--- config.mk ---
export PLATFORM = sky130hd
export DESIGN_NAME = stg_regs
export DESIGN_NICKNAME = d
export VERILOG_FILES = /design/src/design/stg_pkg.sv /design/src/design/stg_sample_delay.sv /design/src/design/stg_gate_detect.sv /design/src/design/stg_regs.sv
export SDC_FILE = /design/constraint.sdc
export NUM_CORES = 1
export LEC_CHECK = 0
export BUFFER_PORTS_ARGS = -buffer_cell sky130_fd_sc_hd__buf_4
export CAP_MARGIN = 20
export CORE_ASPECT_RATIO = 1.4
export CORE_MARGIN = 1.5
export CORE_UTILIZATION = 35
export CTS_BUF_LIST = sky130_fd_sc_hd__clkbuf_4 sky130_fd_sc_hd__clkbuf_8 sky130_fd_sc_hd__clkbuf_16
export DETAILED_ROUTE_END_ITERATION = 10
export PLACE_DENSITY_LB_ADDON = 0.05
export SETUP_SLACK_MARGIN = 0.2
export SYNTH_ARGS = -nofsm -noshare
export SYNTH_HDL_FRONTEND = slang
export SYNTH_SLANG_ARGS = --single-unit
--- constraint.sdc ---
create_clock -name sys_clk -period 5.2 [get_ports sys_clk]
set_input_delay 0 -clock sys_clk [delete_from_list [all_inputs] [get_ports sys_clk]]
set_output_delay 0 -clock sys_clk [all_outputs]
set_load 0.05 [all_outputs]
--- src/design/stg_pkg.sv ---
// Purpose: shared constants for the supply tracking and noise gate register bank
// Assumes: byte-wide registers in page 0 of the control port
// Notes:   tap tables hold whole sample periods, four 4-bit entries indexed by code
package stg_pkg;
  localparam logic [7:0]  ADDR_SWITCH_DELAY = 8'h6A;
  localparam logic [7:0]  ADDR_RATE_GATE    = 8'h6B;
  localparam logic [7:0]  ADDR_THRESH_HI    = 8'h6C;
  localparam logic [7:0]  ADDR_THRESH_MID   = 8'h6D;
  localparam logic [7:0]  ADDR_THRESH_LO    = 8'h6E;
  localparam logic [7:0]  ADDR_HYST_HIGH    = 8'h6F;
  localparam logic [7:0]  ADDR_HYST_LOW     = 8'h70;
  localparam logic [7:0]  ADDR_TRACKING     = 8'h71;
  localparam logic [7:0]  ADDR_DAC_LIMITER  = 8'h73;

  localparam logic [7:0]  RST_SWITCH_DELAY  = 8'h12;
  localparam logic [7:0]  RST_RATE_GATE     = 8'h7B;
  localparam logic [23:0] RST_THRESHOLD     = 24'h00001A;
  localparam logic [7:0]  RST_HYST_HIGH     = 8'h00;
  localparam logic [7:0]  RST_HYST_LOW      = 8'h96;
  localparam logic [7:0]  RST_TRACKING      = 8'h02;
  localparam logic [7:0]  RST_DAC_LIMITER   = 8'h08;

  // writable bits of the mixed register; the rest read back their reset value
  localparam logic [7:0]  RATE_GATE_WMASK   = 8'h7C;
  localparam int          POS_CONVERT_EN    = 6;
  localparam int          POS_RATE_LSB      = 3;
  localparam int          POS_FINE_EN       = 2;
  localparam int          POS_TRACK_EN      = 7;
  localparam int          POS_POLARITY      = 6;
  localparam int          POS_DITHER_DIS    = 5;

  localparam logic [2:0]  RATE_48K          = 3'h4;
  localparam logic [2:0]  RATE_96K          = 3'h5;
  localparam logic [2:0]  RATE_ERROR        = 3'h7;
  localparam logic [4:0]  HEADROOM_MAX_CODE = 5'h10;
  localparam int          DELAY_DEPTH       = 16;

  // entries for codes 3h..0h, high nibble is code 3h
  localparam logic [15:0] BRIDGE_TAP_48_ON  = 16'h5678;
  localparam logic [15:0] BRIDGE_TAP_48_OFF = 16'h3456;
  localparam logic [15:0] BRIDGE_TAP_96_ON  = 16'h78AC;
  localparam logic [15:0] BRIDGE_TAP_96_OFF = 16'h4579;
  localparam logic [15:0] SIGNAL_TAP_48_ON  = 16'h5567;
  localparam logic [15:0] SIGNAL_TAP_48_OFF = 16'h3345;
  localparam logic [15:0] SIGNAL_TAP_96_ON  = 16'h68AC;
  localparam logic [15:0] SIGNAL_TAP_96_OFF = 16'h3579;

  function automatic logic [3:0] tap_pick(input logic [15:0] tbl, input logic [1:0] code);
    tap_pick = tbl[{code, 2'b00} +: 4];
  endfunction
endpackage

--- src/design/stg_sample_delay.sv ---
// Purpose: delays a one-bit control event by a selectable count of sample periods
// Assumes: sample_strobe pulses once per audio sample
// Notes:   tap of zero is never used, tables start at three periods
`timescale 1ns/1ps
`default_nettype none
module stg_sample_delay (
  input  wire logic       sys_clk,
  input  wire logic       rst_b,
  input  wire logic       sample_strobe,
  input  wire logic       din,
  input  wire logic [3:0] tap,
  output logic            dout
);
  typedef struct packed {
    logic [stg_pkg::DELAY_DEPTH-1:0] line;
    logic                            out;
  } stg_delay_state_t;

  stg_delay_state_t st;
  stg_delay_state_t next_st;

  always_comb
  begin
    next_st = st;
    if (sample_strobe)
    begin
      next_st.line = {st.line[stg_pkg::DELAY_DEPTH-2:0], din};
      next_st.out  = st.line[4'(tap - 4'h1)];
    end
  end

  always_ff @(posedge sys_clk or negedge rst_b)
  begin
    if (!rst_b)
      st <= '0;
    else
      st <= next_st;
  end

  assign dout = st.out;
endmodule
`default_nettype wire

--- src/design/stg_gate_detect.sv ---
// Purpose: fine-resolution noise gate, closes after the level stays low for the hysteresis count
// Assumes: sample_level is the magnitude of the current sample, one value per sample_strobe
// Notes:   counter saturates at the hysteresis value, so a long silence never wraps
`timescale 1ns/1ps
`default_nettype none
module stg_gate_detect (
  input  wire logic        sys_clk,
  input  wire logic        rst_b,
  input  wire logic        sample_strobe,
  input  wire logic        enable,
  input  wire logic [23:0] sample_level,
  input  wire logic [23:0] threshold,
  input  wire logic [18:0] hyst_count,
  output logic             gate_closed
);
  typedef struct packed {
    logic [18:0] quiet;
    logic        closed;
  } stg_gate_state_t;

  stg_gate_state_t st;
  stg_gate_state_t next_st;

  always_comb
  begin
    next_st = st;
    if (!enable)
      next_st = '0;
    else if (sample_strobe)
    begin
      if (sample_level >= threshold)
        next_st = '0;
      else if (st.quiet >= hyst_count)
        next_st.closed = 1'b1;
      else
        next_st.quiet = st.quiet + 19'h00001;
    end
  end

  always_ff @(posedge sys_clk or negedge rst_b)
  begin
    if (!rst_b)
      st <= '0;
    else
      st <= next_st;
  end

  assign gate_closed = st.closed;
endmodule
`default_nettype wire

--- src/design/stg_regs.sv ---
// Purpose: page 0 registers for supply selection timing, noise gate, class-H tracking and DAC options
// Assumes: byte access from the control port decoder, page already selected, one access per cycle
// Notes:   read data is registered, one cycle after reg_rd_en
`timescale 1ns/1ps
`default_nettype none
module stg_regs (
  input  wire logic        sys_clk,
  input  wire logic        rst_b,
  input  wire logic [7:0]  reg_addr,
  input  wire logic        reg_wr_en,
  input  wire logic [7:0]  reg_wr_data,
  input  wire logic        reg_rd_en,
  output logic [7:0]       reg_rd_data,
  input  wire logic        sample_strobe,
  input  wire logic        rate_detect_valid,
  input  wire logic [2:0]  rate_detect_code,
  input  wire logic [23:0] sample_level,
  input  wire logic        bridge_req_in,
  input  wire logic        low_voltage_req_in,
  input  wire logic        tracking_mod_in,
  input  wire logic        bop_src_high_rail,
  output logic             bridge_switch_out,
  output logic             supply_ctrl_out,
  output logic             tracking_active,
  output logic             gate_closed,
  output logic             low_rail_convert_req,
  output logic [3:0]       low_voltage_headroom_threshold,
  output logic [5:0]       high_rail_undervoltage_threshold,
  output logic             dem_upper_enable,
  output logic             dem_lower_enable,
  output logic             dither_enable,
  output logic [4:0]       limiter_headroom,
  output logic             limiter_headroom_valid
);
  typedef struct packed {
    logic [7:0]  switch_delay;
    logic        low_rail_convert_enable;
    logic [2:0]  detected_sample_rate;
    logic        gate_fine_mode_enable;
    logic [23:0] gate_fine_threshold;
    logic [7:0]  hyst_high;
    logic [7:0]  hyst_low;
    logic [7:0]  tracking;
    logic [7:0]  dac_limiter;
    logic [7:0]  rd_data;
  } stg_regs_state_t;

  stg_regs_state_t st;
  stg_regs_state_t next_st;

  logic [7:0]  rate_gate_byte;
  logic [7:0]  rd_mux;
  logic [1:0]  bridge_switch_delay;
  logic [1:0]  supply_signal_delay;
  logic        rate_is_96k;
  logic [3:0]  bridge_tap;
  logic [3:0]  signal_tap;
  logic [18:0] gate_fine_hysteresis;
  logic        signal_delayed;
  logic        supply_raw;

  assign bridge_switch_delay  = st.switch_delay[7:6];
  assign supply_signal_delay  = st.switch_delay[5:4];
  assign gate_fine_hysteresis = {st.hyst_high, st.hyst_low, 3'b000};

  // mixed register: reserved bits come back as their reset value
  always_comb
  begin
    rate_gate_byte = stg_pkg::RST_RATE_GATE & ~stg_pkg::RATE_GATE_WMASK;
    rate_gate_byte[stg_pkg::POS_CONVERT_EN] = st.low_rail_convert_enable;
    rate_gate_byte[stg_pkg::POS_RATE_LSB +: 3] = st.detected_sample_rate;
    rate_gate_byte[stg_pkg::POS_FINE_EN] = st.gate_fine_mode_enable;
  end

  always_comb
  begin
    unique case (reg_addr)
      stg_pkg::ADDR_SWITCH_DELAY: rd_mux = st.switch_delay;
      stg_pkg::ADDR_RATE_GATE:    rd_mux = rate_gate_byte;
      stg_pkg::ADDR_THRESH_HI:    rd_mux = st.gate_fine_threshold[23:16];
      stg_pkg::ADDR_THRESH_MID:   rd_mux = st.gate_fine_threshold[15:8];
      stg_pkg::ADDR_THRESH_LO:    rd_mux = st.gate_fine_threshold[7:0];
      stg_pkg::ADDR_HYST_HIGH:    rd_mux = st.hyst_high;
      stg_pkg::ADDR_HYST_LOW:     rd_mux = st.hyst_low;
      stg_pkg::ADDR_TRACKING:     rd_mux = st.tracking;
      stg_pkg::ADDR_DAC_LIMITER:  rd_mux = st.dac_limiter;
      default:                    rd_mux = 8'h00;
    endcase
  end

  always_comb
  begin
    next_st = st;
    if (reg_rd_en)
      next_st.rd_data = rd_mux;
    if (reg_wr_en)
    begin
      unique case (reg_addr)
        stg_pkg::ADDR_SWITCH_DELAY: next_st.switch_delay = reg_wr_data;
        stg_pkg::ADDR_RATE_GATE:
        begin
          next_st.low_rail_convert_enable = reg_wr_data[stg_pkg::POS_CONVERT_EN];
          next_st.detected_sample_rate    = reg_wr_data[stg_pkg::POS_RATE_LSB +: 3];
          next_st.gate_fine_mode_enable   = reg_wr_data[stg_pkg::POS_FINE_EN];
        end
        stg_pkg::ADDR_THRESH_HI:    next_st.gate_fine_threshold[23:16] = reg_wr_data;
        stg_pkg::ADDR_THRESH_MID:   next_st.gate_fine_threshold[15:8]  = reg_wr_data;
        stg_pkg::ADDR_THRESH_LO:    next_st.gate_fine_threshold[7:0]   = reg_wr_data;
        stg_pkg::ADDR_HYST_HIGH:    next_st.hyst_high = reg_wr_data;
        stg_pkg::ADDR_HYST_LOW:     next_st.hyst_low  = reg_wr_data;
        stg_pkg::ADDR_TRACKING:     next_st.tracking  = reg_wr_data;
        stg_pkg::ADDR_DAC_LIMITER:  next_st.dac_limiter = reg_wr_data;
        default:                    next_st.rd_data = next_st.rd_data;
      endcase
    end
    // the detector's report wins over a software write in the same cycle
    if (rate_detect_valid)
      next_st.detected_sample_rate = rate_detect_code;
  end

  always_ff @(posedge sys_clk or negedge rst_b)
  begin
    if (!rst_b)
    begin
      st.switch_delay            <= stg_pkg::RST_SWITCH_DELAY;
      st.low_rail_convert_enable <= stg_pkg::RST_RATE_GATE[stg_pkg::POS_CONVERT_EN];
      st.detected_sample_rate    <= stg_pkg::RATE_ERROR;
      st.gate_fine_mode_enable   <= stg_pkg::RST_RATE_GATE[stg_pkg::POS_FINE_EN];
      st.gate_fine_threshold     <= stg_pkg::RST_THRESHOLD;
      st.hyst_high               <= stg_pkg::RST_HYST_HIGH;
      st.hyst_low                <= stg_pkg::RST_HYST_LOW;
      st.tracking                <= stg_pkg::RST_TRACKING;
      st.dac_limiter             <= stg_pkg::RST_DAC_LIMITER;
      st.rd_data                 <= 8'h00;
    end
    else
      st <= next_st;
  end

  // any rate other than the 96k family uses the 48k timing, including the error code
  assign rate_is_96k = (st.detected_sample_rate == stg_pkg::RATE_96K);

  always_comb
  begin
    unique case ({rate_is_96k, st.gate_fine_mode_enable})
      2'b00: bridge_tap = stg_pkg::tap_pick(stg_pkg::BRIDGE_TAP_48_OFF, bridge_switch_delay);
      2'b01: bridge_tap = stg_pkg::tap_pick(stg_pkg::BRIDGE_TAP_48_ON, bridge_switch_delay);
      2'b10: bridge_tap = stg_pkg::tap_pick(stg_pkg::BRIDGE_TAP_96_OFF, bridge_switch_delay);
      2'b11: bridge_tap = stg_pkg::tap_pick(stg_pkg::BRIDGE_TAP_96_ON, bridge_switch_delay);
    endcase
    unique case ({rate_is_96k, st.gate_fine_mode_enable})
      2'b00: signal_tap = stg_pkg::tap_pick(stg_pkg::SIGNAL_TAP_48_OFF, supply_signal_delay);
      2'b01: signal_tap = stg_pkg::tap_pick(stg_pkg::SIGNAL_TAP_48_ON, supply_signal_delay);
      2'b10: signal_tap = stg_pkg::tap_pick(stg_pkg::SIGNAL_TAP_96_OFF, supply_signal_delay);
      2'b11: signal_tap = stg_pkg::tap_pick(stg_pkg::SIGNAL_TAP_96_ON, supply_signal_delay);
    endcase
  end

  stg_sample_delay stg_sample_delay_i (
    .sys_clk       (sys_clk),
    .rst_b         (rst_b),
    .sample_strobe (sample_strobe),
    .din           (bridge_req_in),
    .tap           (bridge_tap),
    .dout          (bridge_switch_out)
  );

  stg_sample_delay stg_sample_delay_sig_i (
    .sys_clk       (sys_clk),
    .rst_b         (rst_b),
    .sample_strobe (sample_strobe),
    .din           (low_voltage_req_in),
    .tap           (signal_tap),
    .dout          (signal_delayed)
  );

  stg_gate_detect stg_gate_detect_i (
    .sys_clk       (sys_clk),
    .rst_b         (rst_b),
    .sample_strobe (sample_strobe),
    .enable        (st.gate_fine_mode_enable),
    .sample_level  (sample_level),
    .threshold     (st.gate_fine_threshold),
    .hyst_count    (gate_fine_hysteresis),
    .gate_closed   (gate_closed)
  );

  assign tracking_active = st.tracking[stg_pkg::POS_TRACK_EN];
  // pin follows the tracking modulator under class-H, else the delayed low-voltage request
  assign supply_raw      = tracking_active ? tracking_mod_in : signal_delayed;
  assign supply_ctrl_out = supply_raw ^ st.tracking[stg_pkg::POS_POLARITY];

  assign low_rail_convert_req             = !bop_src_high_rail || st.low_rail_convert_enable;
  assign low_voltage_headroom_threshold   = st.switch_delay[3:0];
  assign high_rail_undervoltage_threshold = st.tracking[5:0];
  assign dem_upper_enable                 = !st.dac_limiter[7];
  assign dem_lower_enable                 = !st.dac_limiter[6];
  assign dither_enable                    = !st.dac_limiter[stg_pkg::POS_DITHER_DIS];
  assign limiter_headroom                 = st.dac_limiter[4:0];
  // reserved codes are stored as written but flagged so the limiter can hold its last good value
  assign limiter_headroom_valid           = st.dac_limiter[4:0] <= stg_pkg::HEADROOM_MAX_CODE;
  assign reg_rd_data                      = st.rd_data;
endmodule
`default_nettype wire

==> results.tsv <==
metric	value	unit
critPathSlowestCell	sky130_fd_sc_hd__dfstp_2	
cp-end-kind	flop	
share_of_final_layout_standard_cells_stronger_than_drive_strength_1	25.57	%
die_area	23710	um2
setup_tns	0	ns
path_max_fanout	8	
floorplan.initialDensity	35.53	%
finalCoreUtilization	42.30	%
grt_max_degree	70	
arrival	4.29	ns
initial_antenna_violation_count	0	
postCtsSetupBuffers	0	
worst_setup_path_endpoint	stg_sample_delay_i.dout	
first_global_vias	6372	
dr.first_iter.drc_count	413	
drcViolationCount	0	
leakage_power_figure	0.004404	uW
synth_area_per_cell	9.969	um2
cts_sinks	131	
routed-via-count	6082	
total_of_buffers_placed_on_input_and_output_ports	84	
critical-path-max-stage-delay	0.53	ns
yosys_most_used_dff	sky130_fd_sc_hd__dfrtp_1	
netlist.top_cell.by_area	sky130_fd_sc_hd__dfrtp_1	
rsz_0062_raised_after_global_routing	false	
worst_setup_hold_path_clk_slew	0.06	ns
gp_congestion	0.8105	
worst_hold_path_type	in -> reg	
area_occupied_by_multi_input_gates	4111	um2
fin_crit_share	75.72	%
placement.cell_area	8697	um2
outcome	finished, final reports clean	
die-width	130.6	um
drt_first_pass_iters	5	
yosys.cell_types.count	64	
root_buffer	sky130_fd_sc_hd__clkbuf_16	
worst-path-stages	15	
total_power	3340	uW
maxcap_violations	0	
row_count	65	
die-height	181.6	um
final_design_area_no_fill	9495	um2
crit_path_frequent_cell	sky130_fd_sc_hd__nand2_1	
setup-violations-final	0	
reg2regPathDepth	15	
maxSlewViolCount	0	
grt_usage	19.27	%
pin_count	85	
synthesis.instances	800	
yosys.cell_count.top_type	sky130_fd_sc_hd__dfrtp_1	
synth_async_sr_flop_share	100.0	%
via_per_inst	5.167	
critical_path_buf_inv_count	2	
final-seq-area	3297	um2
grt_overflow	0	
antenna_diode_count	0	
final_antenna_net_count	0	
area.growth.synth_to_final	19.06	%
worstSkewPairLatency	0.42	ns
crit_chain	nand3b_1 > inv_1 > ha_1 > nand2_1 > nand2_1 > o221ai_1 > inv_1 > ha_1 > nand2_1 > mux2i_1 > a311oi_4 > mux2i_1 > mux4_2 > mux2_4 > a21oi_2	
vdd_drop_max	0.2208	mV
cts.path.max_buffers	2	
timing.final.hold_violations	0	
clock_h_tree_levels	4	
synth.cell_area	7975	um2
number_of_warnings_issued_by_yosys	0	
p_per_area	351.8	nW/um2
grt_first_pass_wirelength	34800	um
path_delay_family	compound AO/OA/AOI/OAI gates	
regToRegEndpoint	stg_sample_delay_i.dout	
crit-reg2reg-launch	rate_gate_byte[4]	
period_minus_slack	3.937	ns
timing.reg2reg.setup_slack	1.26	ns
filler_cell_count	2227	
detailedPlacementHpwl	16090	um
critPathLaunchType	flop	
ys_seq_area_share	41.34	%
drt-total-wl	21710	um
final_nets	966	
setup.worst_path.start	rate_gate_byte[4]	
cts_buffers	17	
required	5.56	ns
postSynthRegisterBits	131	
slew_headroom	31.38	%
syn_nets	903	
netlist.area_leader.share	36.40	%
fin_worst_skew	0.009273	ns
synth.area.top_cells	sky130_fd_sc_hd__dfrtp_1 (36%), sky130_fd_sc_hd__mux2_2 (9.6%), sky130_fd_sc_hd__ha_1 (7.8%)	
max_clock_freq	254.0	MHz
edff_count_synth	0	
tritoncts	yes	
synth.top_cells.by_count	sky130_fd_sc_hd__dfrtp_1 (116), sky130_fd_sc_hd__nand2_1 (76), sky130_fd_sc_hd__mux2_2 (68), sky130_fd_sc_hd__inv_1 (62), sky130_fd_sc_hd__o21ai_0 (62)	
routed_wire_length_per_instance	18.44	um
core_region_area	22450	um2
worst_pin_slew	1.021	ns
timing_worst_setup_path_type	reg -> reg	
==> cells by family after synthesis <==
group,synth area share (%)
mux,17.10
compound gates,11.94
xor+xnor,2.087
fa+ha+maj,7.844
buf+inv,7.185
flops,41.34
simple gates,12.50
==> layout make-up <==
| type | count | share of cell area [%] |
|---|---|---|
| clock buffer | 20 | 4.915 |
| clock inverter | 12 | 1.621 |
| inverter | 62 | 2.451 |
| multi-input combinational | 543 | 43.30 |
| sequential | 131 | 34.72 |
| tap | 301 | 3.966 |
| timing repair buffer | 108 | 9.026 |
==> placed cells by master, fill, tap and decap left out, types with 3 or more instances in the layout <==
cell type	count
sky130_fd_sc_hd__clkinvlp_4	3
sky130_fd_sc_hd__a22o_1	3
sky130_fd_sc_hd__clkbuf_16	17
sky130_fd_sc_hd__dfrtp_1	116
sky130_fd_sc_hd__nand4_1	10
sky130_fd_sc_hd__and4_1	3
sky130_fd_sc_hd__nand3_1	26
sky130_fd_sc_hd__nand2_1	76
sky130_fd_sc_hd__mux4_2	8
sky130_fd_sc_hd__o211ai_1	3
sky130_fd_sc_hd__mux2i_1	38
sky130_fd_sc_hd__xnor2_1	6
sky130_fd_sc_hd__mux2_2	68
sky130_fd_sc_hd__clkinv_2	3
sky130_fd_sc_hd__and3_1	10
sky130_fd_sc_hd__a22oi_1	3
sky130_fd_sc_hd__a311oi_1	3
sky130_fd_sc_hd__ha_1	50
sky130_fd_sc_hd__o221ai_1	3
sky130_fd_sc_hd__nor2_1	38
sky130_fd_sc_hd__clkbuf_8	3
sky130_fd_sc_hd__dlygate4sd3_1	17
sky130_fd_sc_hd__nand3b_1	5
sky130_fd_sc_hd__nand2b_1	9
sky130_fd_sc_hd__xor2_1	13
sky130_fd_sc_hd__nor3_1	13
sky130_fd_sc_hd__a21o_1	9
sky130_fd_sc_hd__buf_4	90
sky130_fd_sc_hd__o22ai_1	12
sky130_fd_sc_hd__inv_1	62
sky130_fd_sc_hd__a21oi_1	28
sky130_fd_sc_hd__nor2b_1	3
sky130_fd_sc_hd__dfstp_2	15
sky130_fd_sc_hd__o21ai_0	62
sky130_fd_sc_hd__bufinv_16	3
sky130_fd_sc_hd__a222oi_1	3
==> per-layer routing <==
layer | wire length, um | global-route usage [%] | vias up
met4 | 473 | 6.462 | 0
met5 | 0 | 0 | -
met2 | 11680 | 35.28 | 133
met3 | 615 | 3.212 | 24
li1 | - | - | 2930
met1 | 8936 | 22.36 | 2995
==> flip-flops by register name, indices dropped and copies added, names as in the netlist, 2 cells and up <==
signal,count
stg_sample_delay_sig_i.st,16
gate_fine_hysteresis,16
stg_gate_detect_i.st,19
low_voltage_headroom_threshold,4
st,30
limiter_headroom,5
reg_rd_data,8
rate_gate_byte,5
high_rail_undervoltage_threshold,6
bridge_switch_delay,2
stg_sample_delay_i.st,16
==> worst min path at each step <==
| stage | startpoint | end | cells after the start |
|---|---|---|---|
| finish | sample_strobe | stg_sample_delay_i.dout | 2 |
| global route | sample_strobe | stg_sample_delay_i.dout | 2 |
| CTS | sample_strobe | stg_sample_delay_i.dout | 2 |
| detailed placement | rst_b | st[57] | 1 |
| global placement | rst_b | st[57] | 1 |
| floorplan | rst_b | bridge_switch_delay[0] | 0 |
==> through the flow <==
stage                     worst slack (ns)  hold slack [ns]  cells
after floorplan                      1.694          -0.2956    800
after global placement               1.415          0.04676   1127
after detailed placement             1.220          0.05949   1127
after CTS                            1.214          0.02402   1176
after global routing                0.9746          0.04812   1177
final                                1.263          0.03428   1177
==> power breakdown <==
group          switching [uW]  internal, uW  total (uW)  leakage, uW
registers                 158          1190        1350      0.00155
logic                     370           356         725      0.00256
clock network             474           792        1270     0.000298
total                    1000          2340        3340      0.00440
==> what timing repair did <==
action / in CTS / in global routing
gates resized for setup: 0 / 0
hold buffers: 17 / 0
hold endpoints to repair: 132 / 0
No activity file was read; power rests on OpenSTA's default activity.
